[config.mk]
export PLATFORM = sky130hd
export DESIGN_NAME = iop_io_port_bank
export DESIGN_NICKNAME = d
export VERILOG_FILES = /design/src/design/iop_pkg.sv /design/src/design/iop_io_port_bank.sv
export SDC_FILE = /design/constraint.sdc
export NUM_CORES = 1
export LEC_CHECK = 0
export BUFFER_PORTS_ARGS = -buffer_cell sky130_fd_sc_hd__buf_4
export CORE_ASPECT_RATIO = 0.7
export CORE_MARGIN = 2
export CORE_UTILIZATION = 44
export CTS_BUF_LIST = sky130_fd_sc_hd__clkbuf_8 sky130_fd_sc_hd__clkbuf_16
export CTS_CLUSTER_SIZE = 28
export DETAILED_ROUTE_END_ITERATION = 7
export PLACE_DENSITY = 0.69
export SLEW_MARGIN = 20
export SYNTH_ARGS = -nofsm -noshare
export SYNTH_HDL_FRONTEND = slang
export SYNTH_SLANG_ARGS = --single-unit
[constraint.sdc]
create_clock -name pclk -period 2.3 [get_ports pclk]
set_clock_uncertainty 0.2 [all_clocks]
set_input_delay 0.115 -clock pclk [delete_from_list [all_inputs] [get_ports pclk]]
set_output_delay 0.115 -clock pclk [all_outputs]
set_load 0.1 [all_outputs]
[src/design/iop_pkg.sv]
// package for the io port bank: register map, field layouts, reset values
package iop_pkg;
   // port latch locations, data memory bank 15 (index = low byte of FF0H..FF6H)
   localparam logic [3:0] IOP_IO_BANK = 4'hF;
   localparam logic [7:0] IOP_IDX_SERIAL = 8'hF0;
   localparam logic [7:0] IOP_IDX_EXTIRQ = 8'hF1;
   localparam logic [7:0] IOP_IDX_ANALOG = 8'hF2;
   localparam logic [7:0] IOP_IDX_TIMER = 8'hF3;
   localparam logic [7:0] IOP_IDX_WIDE_A = 8'hF4;
   localparam logic [7:0] IOP_IDX_WIDE_B = 8'hF5;
   localparam logic [7:0] IOP_IDX_KEY = 8'hF6;
   // byte addresses on apb: index times four (F1H..F3H, F5H and F6H are not multiples of four)
   localparam logic [11:0] IOP_ADDR_SERIAL = 12'h3C0;
   localparam logic [11:0] IOP_ADDR_EXTIRQ = 12'h3C4;
   localparam logic [11:0] IOP_ADDR_ANALOG = 12'h3C8;
   localparam logic [11:0] IOP_ADDR_TIMER = 12'h3CC;
   localparam logic [11:0] IOP_ADDR_WIDE_A = 12'h3D0;
   localparam logic [11:0] IOP_ADDR_WIDE_B = 12'h3D4;
   localparam logic [11:0] IOP_ADDR_KEY = 12'h3D8;
   // 8-bit wide port access, configuration and interrupt registers
   localparam logic [11:0] IOP_ADDR_WIDE_AB = 12'h400;
   localparam logic [11:0] IOP_ADDR_DIR_SER = 12'h404;
   localparam logic [11:0] IOP_ADDR_DIR_TMR = 12'h408;
   localparam logic [11:0] IOP_ADDR_DIR_WIDE = 12'h40C;
   localparam logic [11:0] IOP_ADDR_DIR_KEY = 12'h410;
   localparam logic [11:0] IOP_ADDR_PU_SER = 12'h414;
   localparam logic [11:0] IOP_ADDR_PU_TMR = 12'h418;
   localparam logic [11:0] IOP_ADDR_PU_KEY = 12'h41C;
   localparam logic [11:0] IOP_ADDR_PU_EXT = 12'h420;
   localparam logic [11:0] IOP_ADDR_PU_WIDE = 12'h424;
   localparam logic [11:0] IOP_ADDR_OD_WIDE = 12'h428;
   localparam logic [11:0] IOP_ADDR_EDGE_SEL = 12'h42C;
   localparam logic [11:0] IOP_ADDR_IRQ_STAT = 12'h430;
   localparam logic [11:0] IOP_ADDR_IRQ_EN = 12'h434;
   localparam logic [11:0] IOP_ADDR_IRQ_CLR = 12'h438;
   localparam int IOP_ADDR_W = 12;
   // field layouts
   localparam int IOP_W3 = 3;
   localparam int IOP_W2 = 2;
   localparam int IOP_W4 = 4;
   localparam int IOP_W8 = 8;
   localparam int IOP_IRQ_BIT_A = 0;
   localparam int IOP_IRQ_BIT_B = 1;
   localparam int IOP_IRQ_BIT_KEY = 2;
   localparam int IOP_IRQ_W = 3;
   localparam int IOP_PU_WIDE_A_BIT = 0;
   localparam int IOP_PU_WIDE_B_BIT = 1;
   localparam int IOP_KEY_SCAN_W = 3;
   // reset values: inputs, no pull-ups, push-pull, rising edge on second irq pin
   localparam logic [7:0] IOP_RST_ZERO = 8'h00;
   localparam logic IOP_EDGE_RISE = 1'b0;
endpackage

[src/design/iop_io_port_bank.sv]
// io port bank: seven memory-mapped pin latch ports with apb access and pin edge interrupts
//
// The register addresses and the APB slave port were left to the implementer.
`timescale 1ns/10ps
// Overview of operation
// - latches mapped at FF0H to FF6H, bank 15
// - each port address reads, writes, tests latches; ext irq and analog ports ignore writes
// - 24 pins: 6 input, 18 configurable
// - serial and timer ports are three bits
// - per-pin pull-ups removed on output pins
// - each bidirectional pin individually input or output
// - ext irq port two-bit input, pull-ups
// - analog port four-bit input, comparator shared
// - wide ports 4 or 8-bit access
// - wide port pull-up per port, inputs only
// - wide port per-pin open-drain or push-pull
// - key and tone port four bits wide
// - first irq pin detects both edges
// - second irq pin detects selected edge
// - key scan falling edge raises quasi irq
module iop_io_port_bank
   import iop_pkg::*;
(
   input wire logic pclk,
   input wire logic presetn,
   input wire logic psel,
   input wire logic penable,
   input wire logic pwrite,
   input wire logic [IOP_ADDR_W-1:0] paddr,
   input wire logic [31:0] pwdata,
   output logic [31:0] prdata,
   output logic pready,
   output logic pslverr,
   input wire logic [IOP_W3-1:0] serial_pin_port_in,
   output logic [IOP_W3-1:0] serial_pin_port_out,
   output logic [IOP_W3-1:0] serial_pin_port_oe,
   output logic [IOP_W3-1:0] serial_pin_port_pu,
   input wire logic [IOP_W2-1:0] ext_irq_port_in,
   output logic [IOP_W2-1:0] ext_irq_port_pu,
   input wire logic [IOP_W4-1:0] analog_in_port_in,
   output logic [IOP_W4-1:0] comparator_inputs,
   input wire logic [IOP_W3-1:0] timer_pin_port_in,
   output logic [IOP_W3-1:0] timer_pin_port_out,
   output logic [IOP_W3-1:0] timer_pin_port_oe,
   output logic [IOP_W3-1:0] timer_pin_port_pu,
   input wire logic [IOP_W8-1:0] wide_port_in,
   output logic [IOP_W8-1:0] wide_port_out,
   output logic [IOP_W8-1:0] wide_port_oe,
   output logic [IOP_W8-1:0] wide_port_pu,
   input wire logic [IOP_W4-1:0] key_tone_port_in,
   output logic [IOP_W4-1:0] key_tone_port_out,
   output logic [IOP_W4-1:0] key_tone_port_oe,
   output logic [IOP_W4-1:0] key_tone_port_pu,
   output logic ext_irq_a,
   output logic ext_irq_b,
   output logic key_edge_quasi_irq,
   output logic irq
);

   // two-stage synchronisers for every pin input; 24 pins in total
   localparam int PIN_W = IOP_W3 + IOP_W2 + IOP_W4 + IOP_W3 + IOP_W8 + IOP_W4;
   logic [PIN_W-1:0] sync1_reg, sync2_reg, pin_prev_reg;
   logic [PIN_W-1:0] pins_raw;
   logic [IOP_W3-1:0] ser_s, tmr_s;
   logic [IOP_W2-1:0] ext_s, ext_p;
   logic [IOP_W4-1:0] ana_s, key_s, key_p;
   logic [IOP_W8-1:0] wide_s;

   assign pins_raw = {key_tone_port_in, wide_port_in, timer_pin_port_in, analog_in_port_in,
                      ext_irq_port_in, serial_pin_port_in};
   assign {key_s, wide_s, tmr_s, ana_s, ext_s, ser_s} = sync2_reg;
   assign ext_p = pin_prev_reg[IOP_W3+IOP_W2-1:IOP_W3];
   assign key_p = pin_prev_reg[PIN_W-1:PIN_W-IOP_W4];

   always_ff @(posedge pclk or negedge presetn) begin
      if (!presetn) begin
         sync1_reg <= '0;
         sync2_reg <= '0;
         pin_prev_reg <= '0;
      end else begin
         sync1_reg <= pins_raw;
         sync2_reg <= sync1_reg;
         pin_prev_reg <= sync2_reg;
      end
   end

   // software state
   logic [IOP_W3-1:0] ser_lat_reg, ser_lat_next, tmr_lat_reg, tmr_lat_next;
   logic [IOP_W3-1:0] ser_dir_reg, ser_dir_next, tmr_dir_reg, tmr_dir_next;
   logic [IOP_W3-1:0] ser_pu_reg, ser_pu_next, tmr_pu_reg, tmr_pu_next;
   logic [IOP_W8-1:0] wide_lat_reg, wide_lat_next, wide_dir_reg, wide_dir_next;
   logic [IOP_W8-1:0] wide_od_reg, wide_od_next;
   logic [1:0] wide_pu_reg, wide_pu_next;
   logic [IOP_W4-1:0] key_lat_reg, key_lat_next, key_dir_reg, key_dir_next;
   logic [IOP_W4-1:0] key_pu_reg, key_pu_next;
   logic [IOP_W2-1:0] ext_pu_reg, ext_pu_next;
   logic edge_sel_reg, edge_sel_next;
   logic [IOP_IRQ_W-1:0] stat_reg, stat_next, en_reg, en_next;
   logic [31:0] prdata_next;
   logic pslverr_next, pready_next;
   logic [IOP_IRQ_W-1:0] events;
   logic wr_en, rd_en;

   // pin value seen by software: latch for outputs, synchronised pin for inputs
   function automatic logic [7:0] pin_view(input logic [7:0] lat, input logic [7:0] dir,
                                           input logic [7:0] pin);
      pin_view = (lat & dir) | (pin & ~dir);
   endfunction

   // both edges on first pin, selected edge on second, falling on any key scan line
   assign events[IOP_IRQ_BIT_A] = ext_s[0] ^ ext_p[0];
   assign events[IOP_IRQ_BIT_B] = (edge_sel_reg == IOP_EDGE_RISE) ? (ext_s[1] & ~ext_p[1]) :
                                  (~ext_s[1] & ext_p[1]);
   assign events[IOP_IRQ_BIT_KEY] = |(key_p[IOP_KEY_SCAN_W-1:0] & ~key_s[IOP_KEY_SCAN_W-1:0]);

   // one-cycle access phase: answered on the first penable cycle
   assign wr_en = psel & penable & pwrite;
   assign rd_en = psel & ~penable & ~pwrite;

   always_comb begin
      ser_lat_next = ser_lat_reg;
      tmr_lat_next = tmr_lat_reg;
      ser_dir_next = ser_dir_reg;
      tmr_dir_next = tmr_dir_reg;
      ser_pu_next = ser_pu_reg;
      tmr_pu_next = tmr_pu_reg;
      wide_lat_next = wide_lat_reg;
      wide_dir_next = wide_dir_reg;
      wide_od_next = wide_od_reg;
      wide_pu_next = wide_pu_reg;
      key_lat_next = key_lat_reg;
      key_dir_next = key_dir_reg;
      key_pu_next = key_pu_reg;
      ext_pu_next = ext_pu_reg;
      edge_sel_next = edge_sel_reg;
      en_next = en_reg;
      stat_next = stat_reg;
      if (wr_en) begin
         case (paddr)
            IOP_ADDR_SERIAL: ser_lat_next = pwdata[IOP_W3-1:0];
            IOP_ADDR_TIMER: tmr_lat_next = pwdata[IOP_W3-1:0];
            IOP_ADDR_WIDE_A: wide_lat_next[IOP_W4-1:0] = pwdata[IOP_W4-1:0];
            IOP_ADDR_WIDE_B: wide_lat_next[IOP_W8-1:IOP_W4] = pwdata[IOP_W4-1:0];
            IOP_ADDR_WIDE_AB: wide_lat_next = pwdata[IOP_W8-1:0];
            IOP_ADDR_KEY: key_lat_next = pwdata[IOP_W4-1:0];
            IOP_ADDR_DIR_SER: ser_dir_next = pwdata[IOP_W3-1:0];
            IOP_ADDR_DIR_TMR: tmr_dir_next = pwdata[IOP_W3-1:0];
            IOP_ADDR_DIR_WIDE: wide_dir_next = pwdata[IOP_W8-1:0];
            IOP_ADDR_DIR_KEY: key_dir_next = pwdata[IOP_W4-1:0];
            IOP_ADDR_PU_SER: ser_pu_next = pwdata[IOP_W3-1:0];
            IOP_ADDR_PU_TMR: tmr_pu_next = pwdata[IOP_W3-1:0];
            IOP_ADDR_PU_KEY: key_pu_next = pwdata[IOP_W4-1:0];
            IOP_ADDR_PU_EXT: ext_pu_next = pwdata[IOP_W2-1:0];
            IOP_ADDR_PU_WIDE: wide_pu_next = pwdata[1:0];
            IOP_ADDR_OD_WIDE: wide_od_next = pwdata[IOP_W8-1:0];
            IOP_ADDR_EDGE_SEL: edge_sel_next = pwdata[0];
            IOP_ADDR_IRQ_EN: en_next = pwdata[IOP_IRQ_W-1:0];
            IOP_ADDR_IRQ_CLR: stat_next = stat_reg & ~pwdata[IOP_IRQ_W-1:0];
            // input-only ports and status ignore writes without error
            IOP_ADDR_EXTIRQ, IOP_ADDR_ANALOG, IOP_ADDR_IRQ_STAT: ;
            default: ;
         endcase
      end
      // a new event wins over a clear in the same cycle
      stat_next = stat_next | events;
   end

   // read mux, registered at the setup cycle so prdata is valid in the access phase
   always_comb begin
      prdata_next = prdata;
      pslverr_next = 1'b0;
      pready_next = 1'b0;
      if (psel & ~penable) begin
         pready_next = 1'b1;
         if (rd_en) begin
            prdata_next = '0;
            case (paddr)
               IOP_ADDR_SERIAL: prdata_next[IOP_W3-1:0] = 3'(pin_view({5'h00, ser_lat_reg},
                                {5'h00, ser_dir_reg}, {5'h00, ser_s}));
               IOP_ADDR_EXTIRQ: prdata_next[IOP_W2-1:0] = ext_s;
               IOP_ADDR_ANALOG: prdata_next[IOP_W4-1:0] = ana_s;
               IOP_ADDR_TIMER: prdata_next[IOP_W3-1:0] = 3'(pin_view({5'h00, tmr_lat_reg},
                               {5'h00, tmr_dir_reg}, {5'h00, tmr_s}));
               IOP_ADDR_WIDE_A: prdata_next[IOP_W4-1:0] =
                  4'(pin_view(wide_lat_reg, wide_dir_reg, wide_s));
               IOP_ADDR_WIDE_B: prdata_next[IOP_W4-1:0] =
                  4'(pin_view(wide_lat_reg, wide_dir_reg, wide_s) >> IOP_W4);
               IOP_ADDR_WIDE_AB: prdata_next[IOP_W8-1:0] =
                  pin_view(wide_lat_reg, wide_dir_reg, wide_s);
               IOP_ADDR_KEY: prdata_next[IOP_W4-1:0] = 4'(pin_view({4'h0, key_lat_reg},
                             {4'h0, key_dir_reg}, {4'h0, key_s}));
               IOP_ADDR_DIR_SER: prdata_next[IOP_W3-1:0] = ser_dir_reg;
               IOP_ADDR_DIR_TMR: prdata_next[IOP_W3-1:0] = tmr_dir_reg;
               IOP_ADDR_DIR_WIDE: prdata_next[IOP_W8-1:0] = wide_dir_reg;
               IOP_ADDR_DIR_KEY: prdata_next[IOP_W4-1:0] = key_dir_reg;
               IOP_ADDR_PU_SER: prdata_next[IOP_W3-1:0] = ser_pu_reg;
               IOP_ADDR_PU_TMR: prdata_next[IOP_W3-1:0] = tmr_pu_reg;
               IOP_ADDR_PU_KEY: prdata_next[IOP_W4-1:0] = key_pu_reg;
               IOP_ADDR_PU_EXT: prdata_next[IOP_W2-1:0] = ext_pu_reg;
               IOP_ADDR_PU_WIDE: prdata_next[1:0] = wide_pu_reg;
               IOP_ADDR_OD_WIDE: prdata_next[IOP_W8-1:0] = wide_od_reg;
               IOP_ADDR_EDGE_SEL: prdata_next[0] = edge_sel_reg;
               IOP_ADDR_IRQ_STAT: prdata_next[IOP_IRQ_W-1:0] = stat_reg;
               IOP_ADDR_IRQ_EN: prdata_next[IOP_IRQ_W-1:0] = en_reg;
               IOP_ADDR_IRQ_CLR: prdata_next = '0;
               default: pslverr_next = 1'b1;
            endcase
         end else begin
            case (paddr)
               IOP_ADDR_SERIAL, IOP_ADDR_EXTIRQ, IOP_ADDR_ANALOG, IOP_ADDR_TIMER, IOP_ADDR_WIDE_A,
               IOP_ADDR_WIDE_B, IOP_ADDR_WIDE_AB, IOP_ADDR_KEY, IOP_ADDR_DIR_SER, IOP_ADDR_DIR_TMR,
               IOP_ADDR_DIR_WIDE, IOP_ADDR_DIR_KEY, IOP_ADDR_PU_SER, IOP_ADDR_PU_TMR, IOP_ADDR_PU_KEY,
               IOP_ADDR_PU_EXT, IOP_ADDR_PU_WIDE, IOP_ADDR_OD_WIDE, IOP_ADDR_EDGE_SEL, IOP_ADDR_IRQ_STAT,
               IOP_ADDR_IRQ_EN, IOP_ADDR_IRQ_CLR: pslverr_next = 1'b0;
               default: pslverr_next = 1'b1;
            endcase
         end
      end
   end

   always_ff @(posedge pclk or negedge presetn) begin
      if (!presetn) begin
         ser_lat_reg <= '0;
         tmr_lat_reg <= '0;
         ser_dir_reg <= '0;
         tmr_dir_reg <= '0;
         ser_pu_reg <= '0;
         tmr_pu_reg <= '0;
         wide_lat_reg <= IOP_RST_ZERO;
         wide_dir_reg <= IOP_RST_ZERO;
         wide_od_reg <= IOP_RST_ZERO;
         wide_pu_reg <= '0;
         key_lat_reg <= '0;
         key_dir_reg <= '0;
         key_pu_reg <= '0;
         ext_pu_reg <= '0;
         edge_sel_reg <= IOP_EDGE_RISE;
         stat_reg <= '0;
         en_reg <= '0;
         prdata <= '0;
         pready <= 1'b0;
         pslverr <= 1'b0;
      end else begin
         ser_lat_reg <= ser_lat_next;
         tmr_lat_reg <= tmr_lat_next;
         ser_dir_reg <= ser_dir_next;
         tmr_dir_reg <= tmr_dir_next;
         ser_pu_reg <= ser_pu_next;
         tmr_pu_reg <= tmr_pu_next;
         wide_lat_reg <= wide_lat_next;
         wide_dir_reg <= wide_dir_next;
         wide_od_reg <= wide_od_next;
         wide_pu_reg <= wide_pu_next;
         key_lat_reg <= key_lat_next;
         key_dir_reg <= key_dir_next;
         key_pu_reg <= key_pu_next;
         ext_pu_reg <= ext_pu_next;
         edge_sel_reg <= edge_sel_next;
         stat_reg <= stat_next;
         en_reg <= en_next;
         prdata <= prdata_next;
         pready <= pready_next;
         pslverr <= pslverr_next;
      end
   end

   // pin drive, registered so every output comes from a flip-flop
   logic [IOP_W8-1:0] wide_pu_exp;
   assign wide_pu_exp = {{IOP_W4{wide_pu_reg[IOP_PU_WIDE_B_BIT]}}, {IOP_W4{wide_pu_reg[IOP_PU_WIDE_A_BIT]}}};
   logic [IOP_W3-1:0] ser_o_next, ser_oe_next, ser_pp_next, tmr_o_next, tmr_oe_next, tmr_pp_next;
   logic [IOP_W8-1:0] wide_o_next, wide_oe_next, wide_pp_next;
   logic [IOP_W4-1:0] key_o_next, key_oe_next, key_pp_next, cmp_next;
   logic [IOP_W2-1:0] ext_pp_next;
   logic irq_a_next, irq_b_next, irq_k_next, irq_next;

   always_comb begin
      ser_o_next = ser_lat_reg;
      ser_oe_next = ser_dir_reg;
      ser_pp_next = ser_pu_reg & ~ser_dir_reg;
      tmr_o_next = tmr_lat_reg;
      tmr_oe_next = tmr_dir_reg;
      tmr_pp_next = tmr_pu_reg & ~tmr_dir_reg;
      wide_o_next = wide_lat_reg;
      // open-drain pins only drive low, releasing the pin for a one
      wide_oe_next = wide_dir_reg & ~(wide_od_reg & wide_lat_reg);
      wide_pp_next = wide_pu_exp & ~wide_dir_reg;
      key_o_next = key_lat_reg;
      key_oe_next = key_dir_reg;
      key_pp_next = key_pu_reg & ~key_dir_reg;
      ext_pp_next = ext_pu_reg;
      cmp_next = ana_s;
      irq_a_next = events[IOP_IRQ_BIT_A];
      irq_b_next = events[IOP_IRQ_BIT_B];
      irq_k_next = events[IOP_IRQ_BIT_KEY];
      irq_next = |(stat_next & en_next);
   end

   always_ff @(posedge pclk or negedge presetn) begin
      if (!presetn) begin
         serial_pin_port_out <= '0;
         serial_pin_port_oe <= '0;
         serial_pin_port_pu <= '0;
         timer_pin_port_out <= '0;
         timer_pin_port_oe <= '0;
         timer_pin_port_pu <= '0;
         wide_port_out <= '0;
         wide_port_oe <= '0;
         wide_port_pu <= '0;
         key_tone_port_out <= '0;
         key_tone_port_oe <= '0;
         key_tone_port_pu <= '0;
         ext_irq_port_pu <= '0;
         comparator_inputs <= '0;
         ext_irq_a <= 1'b0;
         ext_irq_b <= 1'b0;
         key_edge_quasi_irq <= 1'b0;
         irq <= 1'b0;
      end else begin
         serial_pin_port_out <= ser_o_next;
         serial_pin_port_oe <= ser_oe_next;
         serial_pin_port_pu <= ser_pp_next;
         timer_pin_port_out <= tmr_o_next;
         timer_pin_port_oe <= tmr_oe_next;
         timer_pin_port_pu <= tmr_pp_next;
         wide_port_out <= wide_o_next;
         wide_port_oe <= wide_oe_next;
         wide_port_pu <= wide_pp_next;
         key_tone_port_out <= key_o_next;
         key_tone_port_oe <= key_oe_next;
         key_tone_port_pu <= key_pp_next;
         ext_irq_port_pu <= ext_pp_next;
         comparator_inputs <= cmp_next;
         ext_irq_a <= irq_a_next;
         ext_irq_b <= irq_b_next;
         key_edge_quasi_irq <= irq_k_next;
         irq <= irq_next;
      end
   end

endmodule

==> results <==
- The run finished with clean final reports.
- The starting density of the core is 44.6%.
- The type of destination of the critical path is a flip-flop.
- The part of the Yosys area used for sequential elements is 63.3%.
- After detailed routing, the number of remaining DRC violations is 0.
- The number of clock sinks is 192.
- The area growth from synthesis to layout is 31.6%.
- In the routed layout, each cell is associated on average with a via count of 5.29.
- The total of endpoints with negative setup slack in the final report is 0.
- The headroom to the max-slew limit is 55.9%.
- At the worst endpoint, the arrival time is 2.35 ns.
- Summed over its instances, the top area cell type makes up 63.3% of the synthesized netlist area.
- In this run the worst hold path is classified as in2reg.
- The die width is 161 microns.
- The count of final hold-check violations is 0.
- Cells with a size suffix above 1 make up 37.0% of the layout.
- The number of primary I/O pins is 171.
- After synthesis the cells add up to 0.00758 sq mm.
- The count of placed standard cells in the final layout, fillers left out is 1005.
- In the post-synthesis netlist, the cell with the most instances is sky130_fd_sc_hd__dfrtp_1.
- For this run, the detailed router's first-pass iteration total came to 5.
- The most frequently used flop master after synthesis is sky130_fd_sc_hd__dfrtp_1.
- Once the clock tree was built, the setup fixing pass inserted 0 buffers.
- TritonCTS built the clock tree.
- The power density over cell area is 724 mW/mm^2.
- Global routing consumed, over all layers together, 24.1% of the routing resources.
- The core region is 0.0170 sq mm.
- Setup repair after global routing left no endpoint under its margin.
- The count of final max-slew check failures is 0.
- The routed design has 21400 microns of wire.
- The number of rows in the core area is 40.
- The achievable frequency is 455 MHz.
- The level count of the clock H-tree is 4.
- The die boundary height is 114 microns.
- The count of flip-flops with a built-in enable after synthesis is 0.
- Along the worst path, the maximum fanout reaches 10.
- The detailed placer's ending HPWL is 15400 microns.
- The worst hold path was traced through 5 stages.
- In this run the remaining antenna-violating nets after routing total 0.
- The first global-routing pass estimated 32300 microns of wire.
- The diode insertion count for antenna repair is 0.
- Port buffering added 122 buffers.
- The leakage power of the design is 4.86 nW.
- Clock latency on the worst-skew pair, taken at its later pin, is 0.45 ns.
- The biggest area contributor in the post-synthesis netlist is sky130_fd_sc_hd__dfrtp_1.
- The count of hold buffers inserted by post-cts repair is 37.
- Across all layers, the routed design uses 5319 vias.
- The final period utilization is 95.6%.
- Synthesis produced a netlist whose cell count is 557.
- The maximum ir drop on the vdd rail is 0.423 mV.
- The critical path required time is 2.45 ns.
- The number of violations reported at the end of detailed-routing iteration 0 is 308.
- The clock-pin slew on the worst setup and hold paths is 0.07 ns.
- The placed cell count is 936.
- The total CTS buffers is 17.
- The overall overflow remaining after global route is 0.
- The initial antenna violation count is 1.
- At the end of the flow, the number of nets in the layout was 834.
- The synthesized area divided by synthesized cell count is 13.6 sq um.
- The max-capacitance violation count is 0.
- The commonest cells after synthesis are sky130_fd_sc_hd__dfrtp_1, sky130_fd_sc_hd__mux2_2, sky130_fd_sc_hd__nand2_1, sky130_fd_sc_hd__buf_4, sky130_fd_sc_hd__nor2b_1.
- The category of the most critical setup path is in2reg.
- The proportion of synthesized flip-flops having asynchronous set or reset is 100%.
- The register bit count reported by yosys is 192.
- Gates resized during post-CTS repair numbered 0.
- The via count of the first global-routing pass is 5368.
- Fill cells in the final layout number 1375.
- The die covers 0.0183 sq mm.
- The congestion estimate from routability-driven global placement came to 0.871.
- After synthesis, the netlist uses 68 different library cells.
- The clock root buffer is sky130_fd_sc_hd__clkbuf_16.
- The worst setup path is launched from an input port.
- The maximum number of buffers from clock root to sink is 2.
- At the pin with the least slew margin, the transition time is 0.653 ns.
- By area the synthesized netlist is led by sky130_fd_sc_hd__dfrtp_1, sky130_fd_sc_hd__mux2_2, sky130_fd_sc_hd__buf_4, sky130_fd_sc_hd__mux2i_1, sky130_fd_sc_hd__nor2b_1.
- The Yosys step of the flow raised 0 warnings.
- Counting I/O delays and the setup requirement, the final critical path takes 2.20 ns.
- The final setup TNS is 0 ns.
- Dividing the detail-routed wire length by the instance count gives 21.3 microns.
- The largest net degree at the start of global routing is 67.
- The number of cells on the worst reg-to-reg path is 6.
[logic make-up (layout without fill, tap and decap cells)]
kind of cell	after synthesis	in the layout	synth area share (%)
AO/OA/AOI/OAI	89	89	8.69
XOR/XNOR	2	2	0.231
buffers and inverters	49	243	3.96
flip-flops	192	192	63.3
multiplexers	82	82	12.3
other	1	24	0.0494
AND/OR/NAND/NOR	142	142	11.4
[where the power goes]
| group | switching [mW] | internal, mW | total, mW |
|---|---|---|---|
| Sequential | 0.0346 | 3.44 | 3.48 |
| Clock | 1.37 | 1.63 | 3.00 |
| Combinational | 0.549 | 0.202 | 0.751 |
| Total | 1.95 | 5.28 | 7.23 |
[cell type report]
cell class              count  area [sq um]  area share, %
clock buffers              17           425           4.26
clock inverters            15           170           1.70
inverters                   2          7.51         0.0752
multi-input cells         339          2570           25.7
flip-flops and latches    192          4800           48.1
well taps                 231           289           2.90
repair buffers            209          1720           17.2
[layer usage]
layer	global-route usage (%)	vias up	part of all wire, %	wire (microns)
li1	-	2376	-	-
met1	36.8	2742	50	10600
met2	34.9	179	44	9330
met3	5.13	22	5.7	1220
met4	6.49	0	1.2	260
met5	0	-	0	0
[stage by stage]
stage	worst slack [ns]	cell area, sq um	total power, mW	util (%)	hold WS, ns
finish	0.102	9980	7.23	58.7	0.0342
global placement	0.129	9010	4.24	53.0	-0.0552
floorplan	0.401	7670	3.99	-	-0.381
CTS	0.132	9980	7.28	58.7	0.00778
detailed placement	0.135	9010	4.24	53.0	-0.0496
global route	0.0346	9980	7.46	58.7	0.0414
[layout by cell type, fill, tap and decap left out, types with 8 or more instances in the layout]
| cell | Yosys | final |
|---|---|---|
| sky130_fd_sc_hd__a21boi_0 | 9 | 9 |
| sky130_fd_sc_hd__buf_4 | 28 | 167 |
| sky130_fd_sc_hd__clkbuf_16 | 0 | 17 |
| sky130_fd_sc_hd__conb_1 | 1 | 24 |
| sky130_fd_sc_hd__dfrtp_1 | 192 | 192 |
| sky130_fd_sc_hd__dlygate4sd3_1 | 0 | 37 |
| sky130_fd_sc_hd__mux2_2 | 56 | 56 |
| sky130_fd_sc_hd__mux2_4 | 8 | 8 |
| sky130_fd_sc_hd__mux2i_1 | 18 | 18 |
| sky130_fd_sc_hd__nand2_1 | 34 | 34 |
| sky130_fd_sc_hd__nand3_1 | 8 | 8 |
| sky130_fd_sc_hd__nor2_1 | 17 | 17 |
| sky130_fd_sc_hd__nor2b_1 | 27 | 27 |
| sky130_fd_sc_hd__o21ai_0 | 8 | 8 |
[worst max-delay path: stages]
cell	delay, ns
sky130_fd_sc_hd__dlygate4sd3_1	0.54
sky130_fd_sc_hd__buf_4	0.14
sky130_fd_sc_hd__or4b_1	0.51
sky130_fd_sc_hd__buf_4	0.22
sky130_fd_sc_hd__nor2_1	0.15
sky130_fd_sc_hd__nand2_1	0.17
sky130_fd_sc_hd__a21oi_2	0.29
sky130_fd_sc_hd__a2bb2oi_1	0.21
[path summary, 6_finish.rpt]
check                               startpoint              endpoint  slack (ns)
worst max register to register  tmr_dir_reg[2]             prdata[2]        0.18
max in group asynchronous              presetn        key_dir_reg[1]        1.10
worst min-delay path                  paddr[8]             prdata[0]        0.03
worst max-delay path                  paddr[9]       wide_lat_reg[7]        0.10
worst min register to register    sync1_reg[9]          sync2_reg[9]        0.15
min in group asynchronous              presetn  comparator_inputs[0]        0.04
(Power assumes the default switching activity.)
